$ cat src/blcb_consts.vh
/*
  Constants for the backlight configuration bank: register offsets, field
  positions, reset values and code meanings.
  Assumes inclusion by bare name from the bank's design files.
*/
`ifndef BLCB_CONSTS_VH
`define BLCB_CONSTS_VH

// ****************************************
// Register offsets
// ****************************************
`define BLCB_ADDR_PROT_SRC    8'hA2
`define BLCB_ADDR_TRANSITION  8'hA3
`define BLCB_ADDR_BRIGHTNESS  8'h01

// ****************************************
// Reset values
// ****************************************
`define BLCB_RST_PROT_SRC     8'h00
`define BLCB_RST_TRANSITION   8'h00

// ****************************************
// Protection and source byte fields
// ****************************************
`define BLCB_LOCKOUT_EN_BIT   5
`define BLCB_LOCKOUT_TH_BIT   4
`define BLCB_BL_EN_BIT        3
`define BLCB_CUR_RES_BIT      2
`define BLCB_BOOST_PIN_BIT    1
`define BLCB_DIM_PIN_BIT      0
`define BLCB_PROT_SRC_MASK    8'hFF

// ****************************************
// Transition byte fields
// ****************************************
`define BLCB_RAMP_MSB         6
`define BLCB_RAMP_LSB         4
`define BLCB_SMOOTH_MSB       3
`define BLCB_SMOOTH_LSB       2
`define BLCB_HYST_MSB         1
`define BLCB_HYST_LSB         0
`define BLCB_RAMP_IMMEDIATE   3'h0

// ****************************************
// Threshold in millivolts
// ****************************************
`define BLCB_UVLO_LOW_MV      16'h09C4
`define BLCB_UVLO_HIGH_MV     16'h1450

// ****************************************
// Hysteresis resolution codes
// ****************************************
`define BLCB_HYST_OFF         2'h0
`define BLCB_HYST_RES13       2'h1
`define BLCB_HYST_RES12       2'h2
`define BLCB_HYST_RES8        2'h3
`define BLCB_RES_NONE         4'h0
`define BLCB_RES_13           4'hD
`define BLCB_RES_12           4'hC
`define BLCB_RES_8            4'h8

`endif

$ cat src/blcb_config_bank.v
/*
  Backlight configuration bank: two configuration bytes and the control
  outputs derived from them.
  Assumes a serial slave front end on sys_clk presents decoded byte writes
  and reads (wrEn/rdEn with addr and data), and that the stored frequency
  codes are on sys_clk; the frequency-select pin is asynchronous and is
  synchronised here, so pin changes reach the outputs three edges later.
*/
// How it works
// Bit 5 enables lockout; bit 4 picks threshold
// Bit 3 enables backlight; else wait brightness write
// Bit 2 adds set resistor to stored codes
// Bit 1 takes boost frequency from pin
// Bit 0 takes dimming frequency from pin
// Bits 3:2 choose transition smoothing strength
// Bits 1:0 choose input hysteresis resolution
// Bits 6:4 choose ramp; zero is immediate
`timescale 1ns/1ns
`include "blcb_consts.vh"

module blcb_config_bank #(
  parameter CODE_WIDTH = 2
) (
  input  wire                  sys_clk,
  input  wire                  rst_n,
  input  wire                  wrEn,
  input  wire                  rdEn,
  input  wire [7:0]            addr,
  input  wire [7:0]            wrData,
  input  wire [CODE_WIDTH-1:0] codeA,
  input  wire [CODE_WIDTH-1:0] dimmingFreqCode,
  input  wire [CODE_WIDTH-1:0] freqSelectPin,
  output reg  [7:0]            rdData,
  output reg                   rdValid,
  output reg                   undervoltageLockoutEnable,
  output reg  [15:0]           lockoutThresholdMv,
  output reg                   backlightOn,
  output reg                   currentResistorEnable,
  output reg  [CODE_WIDTH-1:0] boostFreqSel,
  output reg  [CODE_WIDTH-1:0] dimmingFreqSel,
  output wire [1:0]            smoothLevel,
  output wire                  hystEnable,
  output wire [3:0]            hystResBits,
  output wire [2:0]            rampTimeSelect,
  output wire                  rampImmediate
);

  // ****************************************
  // Register storage
  // ****************************************
  reg  [7:0] protSrc_reg;
  reg  [7:0] trans_reg;
  reg        brightSeen_reg;

  wire wrProt   = wrEn && (addr == `BLCB_ADDR_PROT_SRC);
  wire wrTrans  = wrEn && (addr == `BLCB_ADDR_TRANSITION);
  wire wrBright = wrEn && (addr == `BLCB_ADDR_BRIGHTNESS);

  always @(posedge sys_clk or negedge rst_n) begin
    if (!rst_n) begin
      protSrc_reg    <= `BLCB_RST_PROT_SRC;
      trans_reg      <= `BLCB_RST_TRANSITION;
      brightSeen_reg <= 1'b0;
    end else begin
      if (wrProt) begin
        protSrc_reg <= wrData & `BLCB_PROT_SRC_MASK;
      end
      if (wrTrans) begin
        trans_reg <= wrData;
      end
      // brightness write releases
      if (wrBright) begin
        brightSeen_reg <= 1'b1;
      end
    end
  end

  // ****************************************
  // Read path
  // ****************************************
  always @(posedge sys_clk or negedge rst_n) begin
    if (!rst_n) begin
      rdData  <= 8'h00;
      rdValid <= 1'b0;
    end else begin
      rdValid <= rdEn;
      if (rdEn) begin
        if (addr == `BLCB_ADDR_PROT_SRC) begin
          rdData <= protSrc_reg;
        end else if (addr == `BLCB_ADDR_TRANSITION) begin
          rdData <= trans_reg;
        end else begin
          // Other addresses belong to neighbouring banks
          rdData <= 8'h00;
        end
      end
    end
  end

  // ****************************************
  // Frequency-select pin synchroniser
  // ****************************************
  // Bits may settle one edge apart while the pin moves, so one mixed
  // code can show for a cycle; accepted, the pin is a static strap
  wire [CODE_WIDTH-1:0] pinSync;

  genvar bitIdx;
  generate
    for (bitIdx = 0; bitIdx < CODE_WIDTH; bitIdx = bitIdx + 1) begin : gSync
      reg stage1_reg;
      reg stage2_reg;
      always @(posedge sys_clk or negedge rst_n) begin
        if (!rst_n) begin
          stage1_reg <= 1'b0;
          stage2_reg <= 1'b0;
        end else begin
          stage1_reg <= freqSelectPin[bitIdx];
          stage2_reg <= stage1_reg;
        end
      end
      // Only the second stage is read
      assign pinSync[bitIdx] = stage2_reg;
    end
  endgenerate

  // ****************************************
  // Protection and backlight outputs
  // ****************************************
  always @(posedge sys_clk or negedge rst_n) begin
    if (!rst_n) begin
      undervoltageLockoutEnable <= 1'b0;
      lockoutThresholdMv        <= `BLCB_UVLO_LOW_MV;
      backlightOn               <= 1'b0;
      currentResistorEnable     <= 1'b0;
    end else begin
      // lockout enable, threshold
      undervoltageLockoutEnable <= protSrc_reg[`BLCB_LOCKOUT_EN_BIT];
      lockoutThresholdMv <= protSrc_reg[`BLCB_LOCKOUT_TH_BIT] ?
                            `BLCB_UVLO_HIGH_MV : `BLCB_UVLO_LOW_MV;
      // enable or host brightness
      backlightOn <= protSrc_reg[`BLCB_BL_EN_BIT] || brightSeen_reg;
      // resistor plus stored codes
      currentResistorEnable <= protSrc_reg[`BLCB_CUR_RES_BIT];
    end
  end

  // ****************************************
  // Frequency source selection
  // ****************************************
  // Stored codes are already on sys_clk; only the pin needs the sync
  always @(posedge sys_clk or negedge rst_n) begin
    if (!rst_n) begin
      boostFreqSel   <= {CODE_WIDTH{1'b0}};
      dimmingFreqSel <= {CODE_WIDTH{1'b0}};
    end else begin
      // boost frequency source
      boostFreqSel <= protSrc_reg[`BLCB_BOOST_PIN_BIT] ?
                      pinSync : codeA;
      // dimming frequency source
      dimmingFreqSel <= protSrc_reg[`BLCB_DIM_PIN_BIT] ?
                        pinSync : dimmingFreqCode;
    end
  end

  // ****************************************
  // Transition byte decode
  // ****************************************
  // smoothing decode
  blcb_decode u_decode (
    .sys_clk       (sys_clk),
    .rst_n         (rst_n),
    .transByte     (trans_reg),
    .smoothLevel   (smoothLevel),
    .hystEnable    (hystEnable),
    .hystResBits   (hystResBits),
    .rampTime      (rampTimeSelect),
    .rampImmediate (rampImmediate)
  );

endmodule

$ cat src/blcb_decode.v
/*
  Decodes the transition byte into registered smoothing and hysteresis
  controls.
  Assumes the byte comes from logic on the same clock.
*/
`timescale 1ns/1ns
`include "blcb_consts.vh"

module blcb_decode (
  input  wire       sys_clk,
  input  wire       rst_n,
  input  wire [7:0] transByte,
  output reg  [1:0] smoothLevel,
  output reg        hystEnable,
  output reg  [3:0] hystResBits,
  output reg  [2:0] rampTime,
  output reg        rampImmediate
);

  reg [3:0] resNext;
  wire [1:0] hystCode;

  assign hystCode = transByte[`BLCB_HYST_MSB:`BLCB_HYST_LSB];

  // hysteresis resolution
  always @* begin
    case (hystCode)
      `BLCB_HYST_RES13: resNext = `BLCB_RES_13;
      `BLCB_HYST_RES12: resNext = `BLCB_RES_12;
      `BLCB_HYST_RES8:  resNext = `BLCB_RES_8;
      default:          resNext = `BLCB_RES_NONE;
    endcase
  end

  always @(posedge sys_clk or negedge rst_n) begin
    if (!rst_n) begin
      smoothLevel   <= 2'h0;
      hystEnable    <= 1'b0;
      hystResBits   <= 4'h0;
      rampTime      <= 3'h0;
      rampImmediate <= 1'b1;
    end else begin
      // smoothing strength
      smoothLevel   <= transByte[`BLCB_SMOOTH_MSB:`BLCB_SMOOTH_LSB];
      hystEnable    <= (hystCode != `BLCB_HYST_OFF);
      hystResBits   <= resNext;
      // ramp time code
      rampTime      <= transByte[`BLCB_RAMP_MSB:`BLCB_RAMP_LSB];
      rampImmediate <= (transByte[`BLCB_RAMP_MSB:`BLCB_RAMP_LSB]
                        == `BLCB_RAMP_IMMEDIATE);
    end
  end

endmodule

$ cat config.mk
export PLATFORM = sky130hd
export DESIGN_NAME = blcb_config_bank
export DESIGN_NICKNAME = d
export VERILOG_FILES = /design/src/blcb_config_bank.v /design/src/blcb_decode.v
export VERILOG_INCLUDE_DIRS = /design/src
export SDC_FILE = /design/constraint.sdc
export NUM_CORES = 1
export LEC_CHECK = 0
export BUFFER_PORTS_ARGS = -buffer_cell sky130_fd_sc_hd__buf_2
export CORE_UTILIZATION = 45
export DETAILED_ROUTE_END_ITERATION = 8
export HOLD_SLACK_MARGIN = 0.08
export MAX_ROUTING_LAYER = met4
export PLACE_DENSITY = 0.78
export SLEW_MARGIN = 30
export SYNTH_ARGS = -nofsm -noshare
export SYNTH_HDL_FRONTEND = slang
export SYNTH_SLANG_ARGS = --single-unit
$ cat constraint.sdc
create_clock -name sys_clk -period 1.3 [get_ports sys_clk]
set_input_delay 0 -clock sys_clk [delete_from_list [all_inputs] [get_ports sys_clk]]
set_output_delay 0 -clock sys_clk [all_outputs]
set_load 0.005 [all_outputs]
# ---- Word level (Yosys, flattened, before mapping)
# Index checks and enable logic that the tools add are counted.
dict set report classes {
  n_eq_ne 6
  mux 6
  reduce_logical 6
}
# operator n
set op_table {}
lappend op_table {{8-bit equality test (second input constant)} 2}
lappend op_table {{8-bit 2-to-1 mux} 2}
lappend op_table {{13-bit 2-to-1 mux} 1}
lappend op_table {{4-bit case mux with 3 select lines} 1}
lappend op_table {{8-bit by 1-bit equality test with 1-bit output (second input constant)} 1}
lappend op_table {{2-bit equality test (second input constant)} 2}
lappend op_table {{2-bit 2-to-1 mux} 2}
lappend op_table {{1-bit logical AND} 3}
lappend op_table {{3-bit zero test} 1}
lappend op_table {{2-bit by 1-bit equality test with 1-bit output (second input constant)} 1}
lappend op_table {{2-bit nonzero test} 1}
lappend op_table {{1-bit logical OR} 1}
dict set report totals {
  ff_bits 61
  inputBits 26
}

# ---- Longest topological paths before layout
# Gate-level depths: netlist of run 1.
dict set report logic_depth {
  ltp_word 3
  depth_mapped 4
  mapped_depth_nobuf 3
}

# ---- By module
# Synthesis of run 1 repeated with hierarchy kept, for this count alone.
dict set report hier_totals {
  hier_cells 141
  hier_area_um2 1920.6
}
# module instances cells_each area_each_um2
set by_module_without_submodules {}
lappend by_module_without_submodules {blcb_config_bank 1 123 1629.1}
lappend by_module_without_submodules {blcb_decode 1 18 291.5}

# ---- Worst setup path after synthesis of run 1
# Ideal clock, no wire load.
dict set report synth_path {
  path_kind {input port to flip-flop}
  startpoint {input addr[4]}
  endpoint {register protSrc_reg[0]}
  setup_time_ps 125
  arrival_time_ps 1284
  t_required_ps 1175
  path_slack_ps -108
  cell_stages 3
  path_buffers 0
  cell_sequence {or4_4 -> nor4_4 -> mux2_2}
}
dict set report synth_via {
  elab_chain_len 2
}
# element line_no
set synth_rtl {}
lappend synth_rtl {{from (decl)} blcb_config_bank.v:28} ;# input wire [7:0] addr,
lappend synth_rtl {{8-bit equality test (no source line)} -}
lappend synth_rtl {{1-bit logical AND} blcb_config_bank.v:55} ;# wire wrProt = wrEn && (addr == `BLCB_ADDR_PROT_SRC);
lappend synth_rtl {{to (signal assigned)} blcb_config_bank.v:61} ;# protSrc_reg <= `BLCB_RST_PROT_SRC;
lappend synth_rtl {{to (signal assigned)} blcb_config_bank.v:66} ;# protSrc_reg <= wrData & `BLCB_PROT_SRC_MASK;
lappend synth_rtl {{to (decl)} blcb_config_bank.v:51} ;# reg [7:0] protSrc_reg;
# Every way passes these cells.
# A chain may end at the register's enable or synchronous reset.

# ---- Worst setup path in the final report of run 1
dict set report layout_path {
  startpoint {input addr[4]}
  endpoint {register protSrc_reg[6]}
}
# Same word-level chain as after synthesis.

==> results of run 1 <==
-- worst paths after layout --
kind	start	end	slack [ns]	depth (start not counted)
max	addr[4]	protSrc_reg[6]	0.11	5
min reg2reg	gSync[1].stage1_reg	gSync[1].stage2_reg	0.37	0
max reg2reg	protSrc_reg[1]	rdData[1]	0.31	3
max in group asynchronous	rst_n	trans_reg[1]	0.62	3
min	addr[1]	brightSeen_reg	0.09	3
min in group asynchronous	rst_n	currentResistorEnable	0.14	2
-- cells in the mapped netlist, types with 2 or more instances --
master    number  area, um2
clkbuf_1       2       7.51
buf_1          2       7.51
nor3_1         2       10.0
o22ai_1        8       50.1
dfstp_2        2       52.6
buf_4         16        120
mux2_2        28        315
inv_1         13       48.8
nand2_1        9       33.8
conb_1         2       7.51
ha_1           2       25.0
dfrtp_1       46       1150
-- tightest hold or removal path: stages --
cell,delay [ns]
buf_2,0.09
nor3_1,0.04
a41o_1,0.23
-- kinds of logic (layout without fill, tap and decap cells) --
group	count (synthesis)	count (layout)	synth area share [%]
flip-flops	48	48	63.0
buffers and inverters	33	101	9.62
multiplexers	28	28	16.5
AND/OR/NAND/NOR	18	18	6.09
AO/OA/AOI/OAI	9	9	3.14
adder cells (fa/ha/maj)	2	2	1.31
other	2	10	0.393
-- cell usage in the layout, fill, tap and decap left out, drive strengths merged --
cell type,count
a41o,1
buf,63
bufinv,1
clkbuf,7
conb,10
dfrtp,46
dfstp,2
dlygate4sd3,17
ha,2
inv,13
mux2,28
nand2,9
nand2b,1
nand3,1
nor3,3
nor4,2
o22ai,8
or2,1
or4,1
-- power by group through the flow --
stage,clock network [mW],registers [mW],logic (mW)
2_1_floorplan,0,1.63,0.132
3_3_place_gp,0,1.63,0.233
3_5_place_dp,0,1.63,0.239
4_1_cts,1.18,1.60,0.279
5_1_grt,1.25,1.61,0.310
6_report,1.14,1.60,0.275
-- layout make-up --
class                           instances  share of cell area (%)
Clock inverter                          1                    1.19
Clock buffer                            7                    3.82
Tap cell                               50                    2.48
Inverter                               13                    1.93
Multi-Input combinational cell         67                    22.7
Sequential cell                        48                    47.7
Timing Repair Buffer                   80                    20.2
-- through the flow --
| step | cell area, um2 | total power [mW] |
|---|---|---|
| floorplan | 1960 | 1.76 |
| global placement | 2230 | 1.86 |
| detailed placement | 2230 | 1.87 |
| CTS | 2520 | 3.06 |
| global route | 2520 | 3.17 |
| finish | 2520 | 3.02 |
-- layer usage --
| metal | routed length (um) | vias to the layer above | part of all wire (%) |
|---|---|---|---|
| met4 | 62 | 0 | 1.7 |
| met2 | 1930 | 39 | 53 |
| met3 | 146 | 5 | 4.0 |
| met5 | 0 | - | 0 |
| li1 | - | 590 | - |
| met1 | 1480 | 603 | 41 |
-- what timing repair did --
action                                 CTS  global route
hold buffers                            17             0
endpoints found under the hold margin   72             0
resized for setup                        0             0
==> impl_metrics.yaml, run 1 <==
finish:
  n_fill_cell: 319
  seq_area_um2: 1200
  multiInputGateArea_um2: 573
  diodes: 0
  syn_to_final_growth_pct: 32.1
  final_layout_size_suffix_gt1_share_pct: 48.6
  finalNonFillerCells: 266
  fin_util_pct: 62.7
  layout.nets: 243
worst_setup_path:
  max_stage_delay_ns: 0.57
  worstSetupEndpointType: "register"
  crit_chain: "buf_2 > or4_4 > nor4_4 > buf_4 > mux2_2"
  critical_path_arrival_ns: 1.37
  cp_max_fo: 8
  crit_required_ns: 1.48
  crit_family: "simple AND/OR/NAND/NOR gates"
  cp_slowest_cell: "or4_4"
  crit_type: "in -> reg"
  path_buf_inv: 2
  startpoint_type: "input port"
sta:
  setup_viol: 0
  fmax_mhz: 838
  hold_slack_ns: 0.0941
  period_share_pct: 91.8
  rsz0062_at_grt: "false"
  finalHoldViolations: 0
  maxSlewViolCount: 0
  finalSetupTns_ns: 0
  fin_crit_ns: 1.19
  fin_ws_ns: 0.107
  clock_skew_ns: 0.00492
run_status:
  status: "finished clean"
floorplan:
  dieArea_um2: 4510
  pin_count: 69
  die_w_um: 67.2
  core_area_um2: 4030
  initial_utilization_pct: 47.5
  rows: 23
  die_y_um: 67.2
placement:
  dp.cells: 241
  dp_hpwl_um: 2540
  gp_congestion: 0.693
  portBuffers: 58
  pre_cts_ws_ns: -0.200
clocking:
  clockBufferDepth: 2
  root_buffer: "clkbuf_8"
  cts_tree: "yes"
  clk_latency_ns: 0.29
  cts_max_level: 2
  cts.sinks: 48
  numCtsBuffers: 5
  path_clk_slew_ns: 0.08
  post_cts_buffers: 0
power:
  power.internal_mw: 2.39
  p_sw_uw: 623
  p_leak_nw: 1.32
  pwr-share-comb_pct: 9.1
  power.share.sequential_pct: 53.0
  p_clk_share_pct: 37.9
  p_per_area_nw_per_um2: 1190
  swShare_pct: 20.6
  ir_drop_mv: 0.647
routing:
  vias: 1237
  first_pass_iters: 4
  post_drt_wl_per_cell_um: 13.6
  drtIter0Drc: 92
  via_per_inst: 4.65
  ant_nets: 0
  routed_wl_um: 3620
  route.detailed.drc: 0
grt:
  antenna_found_initial: 0
  grtUsageMet2_pct: 29.5
  grt_max_degree: 19
  track_usage_pct: 18.5
  first_global_vias: 1193
  overflow: 0
  use_met3_pct: 5.07
  grt_pass1_wl_um: 5710
  met1_usage_pct: 22.3
  busiest_layer: "met2"
yosys:
  postSynth.topFlopCell: "dfrtp_1"
  ys_async_sr_fraction_pct: 100
  synth_seq_area_share_pct: 63.0
  yosys_warnings: 0
  ys_ff_latch: 48
  netlist_instances: 140
  synth_cell_types: 20
  netlist_area_um2: 1910
  synth_edf_count: 0
  avgSynthCellArea_um2: 13.7
job:
  drv_cap: 0
hold_path:
  hold_path_class: "in -> reg"
Power figures use the tool's default switching activity.
==> run 2: changes to the inputs <==
- SETUP_SLACK_MARGIN: not set -> 0.3
==> run 2 against run 1 <==
  * Routed wire length rose by 9.3%
  * Setup slack got worse by 0.030 ns
  * Via count rose by 3.3%
  * Die area did not move
  * Power rose by 1.3%
  * Sequential share of layout area fell by 1.9 points
  * Largest cell class unchanged
  * Cell count rose by 1.5%
  * Clock-buffer cell count did not move
  * Sequential power barely moved
  * Critical endpoint unchanged
==> impl_metrics.yaml, run 2 (synthesis results as in run 1) <==
sta:
  fmax_mhz: 818
  hold_slack_ns: 0.0955
  setup_viol: 0
  finalHoldViolations: 0
  finalSetupTns_ns: 0
  maxSlewViolCount: 0
  clock_skew_ns: 0.00489
  period_share_pct: 94.1
  fin_crit_ns: 1.22
  rsz0062_at_grt: "true"
routing:
  vias: 1278
  route.detailed.drc: 0
  drtIter0Drc: 91
  first_pass_iters: 4
  via_per_inst: 4.73
  routed_wl_um: 3950
  ant_nets: 0
  post_drt_wl_per_cell_um: 14.6
run_status:
  status: "finished clean"
worst_setup_path:
  crit_required_ns: 1.48
  crit_type: "in -> reg"
  ff2ff_setup_slack_ns: 0.33
  critical_path_arrival_ns: 1.41
  reg2regPathDepth: 3
  worstReg2RegEnd: "rdData[0]"
  startpoint_type: "input port"
  timing.rr.start: "protSrc_reg[0]"
  worstSetupEndpointType: "register"
  cp_max_fo: 8
finish:
  fin_util_pct: 65.3
  final_area_um2: 2630
  syn_to_final_growth_pct: 37.7
  final_layout_size_suffix_gt1_share_pct: 51.4
  layout.nets: 247
  multiInputGateArea_um2: 622
  final_cell_mix: "55 x buf_2, 45 x dfrtp_1, 17 x mux2_2, 17 x dlygate4sd3_1, 13 x inv_1"
  n_fill_cell: 310
  final_common_cell: "buf_2"
  seq_area_um2: 1200
  diodes: 0
clocking:
  cts.sinks: 48
  clk_latency_ns: 0.30
  cts_max_level: 2
  numCtsBuffers: 5
  path_clk_slew_ns: 0.08
  root_buffer: "clkbuf_8"
  cts_tree: "yes"
  clockBufferDepth: 2
grt:
  overflow: 0
  track_usage_pct: 19.1
  grt_max_degree: 19
  first_global_vias: 1216
  antenna_found_initial: 0
  grt_pass1_wl_um: 5870
floorplan:
  core_area_um2: 4030
  die_y_um: 67.2
  dieArea_um2: 4510
  initial_utilization_pct: 47.5
  rows: 23
  die_w_um: 67.2
  pin_count: 69
placement:
  dp_hpwl_um: 2540
  portBuffers: 58
  post_dp_cell_area_um2: 2230
  gp_congestion: 0.693
hold_path:
  hold_path_end: "brightSeen_reg"
  hold_path_class: "in -> reg"
  hold_depth: 3
  hold_start: "addr[1]"
job:
  drv_cap: 0
power:
  p_leak_nw: 1.37
  ir_drop_mv: 0.582
  power_mw: 3.06
  p_per_area_nw_per_um2: 1160
-- run 2: power breakdown --
| group | leakage, nW | internal (mW) | total (mW) | switching, mW |
|---|---|---|---|---|
| combinational | 0.674 | 0.172 | 0.307 | 0.136 |
| clock | 0.0645 | 0.678 | 1.15 | 0.469 |
| sequential | 0.635 | 1.56 | 1.60 | 0.0371 |
-- run 2: final cells by class --
cell class,instances,area share (%)
clock inverters,1,1.14
repair buffers,84,21.6
well taps,50,2.38
flip-flops and latches,48,45.8
multi-input cells,67,23.6
clock buffers,7,3.66
inverters,13,1.85
-- run 2: metal layers --
metal / up-vias / GRT usage (%) / part of all wire [%]
li1: 599 / - / -
met1: 629 / 23.1 / 41
met2: 45 / 30.5 / 53
met3: 5 / 5.07 / 4.6
met4: 0 / 7.18 / 1.6
met5: - / - / 0
-- run 2: how the worst max path moves through the flow --
stage / cells past startpoint / to / start / slack (ns)
final: 5 / protSrc_reg[6] / addr[4] / 0.08
after floorplan: 3 / protSrc_reg[0] / addr[4] / -0.11
after CTS: 5 / protSrc_reg[6] / addr[4] / 0.14
after detailed placement: 5 / protSrc_reg[6] / addr[4] / -0.20
after global routing: 5 / protSrc_reg[7] / addr[4] / 0.06
after global placement: 5 / protSrc_reg[2] / addr[4] / -0.16
-- run 2: metrics by stage --
stage,std cells,worst slack [ns]
3_5_place_dp,241,-0.200
5_1_grt,270,0.0598
4_1_cts,267,0.141
2_1_floorplan,148,-0.106
3_3_place_gp,241,-0.162
6_report,270,0.0771
-- run 2: critical path, stage by stage --
cell and delay, ns:
buf_6 0.09, or4_4 0.57, nor4_4 0.21, buf_6 0.19, mux2_2 0.34
-- run 2: what timing repair did --
action / in CTS / in global routing
gates resized for setup: 4 / 13
gates cloned: 0 / 0
setup endpoints to repair: 16 / 21
endpoints found under the hold margin: 72 / 0
buffers inserted: 0 / 3
hold buffers: 18 / 0
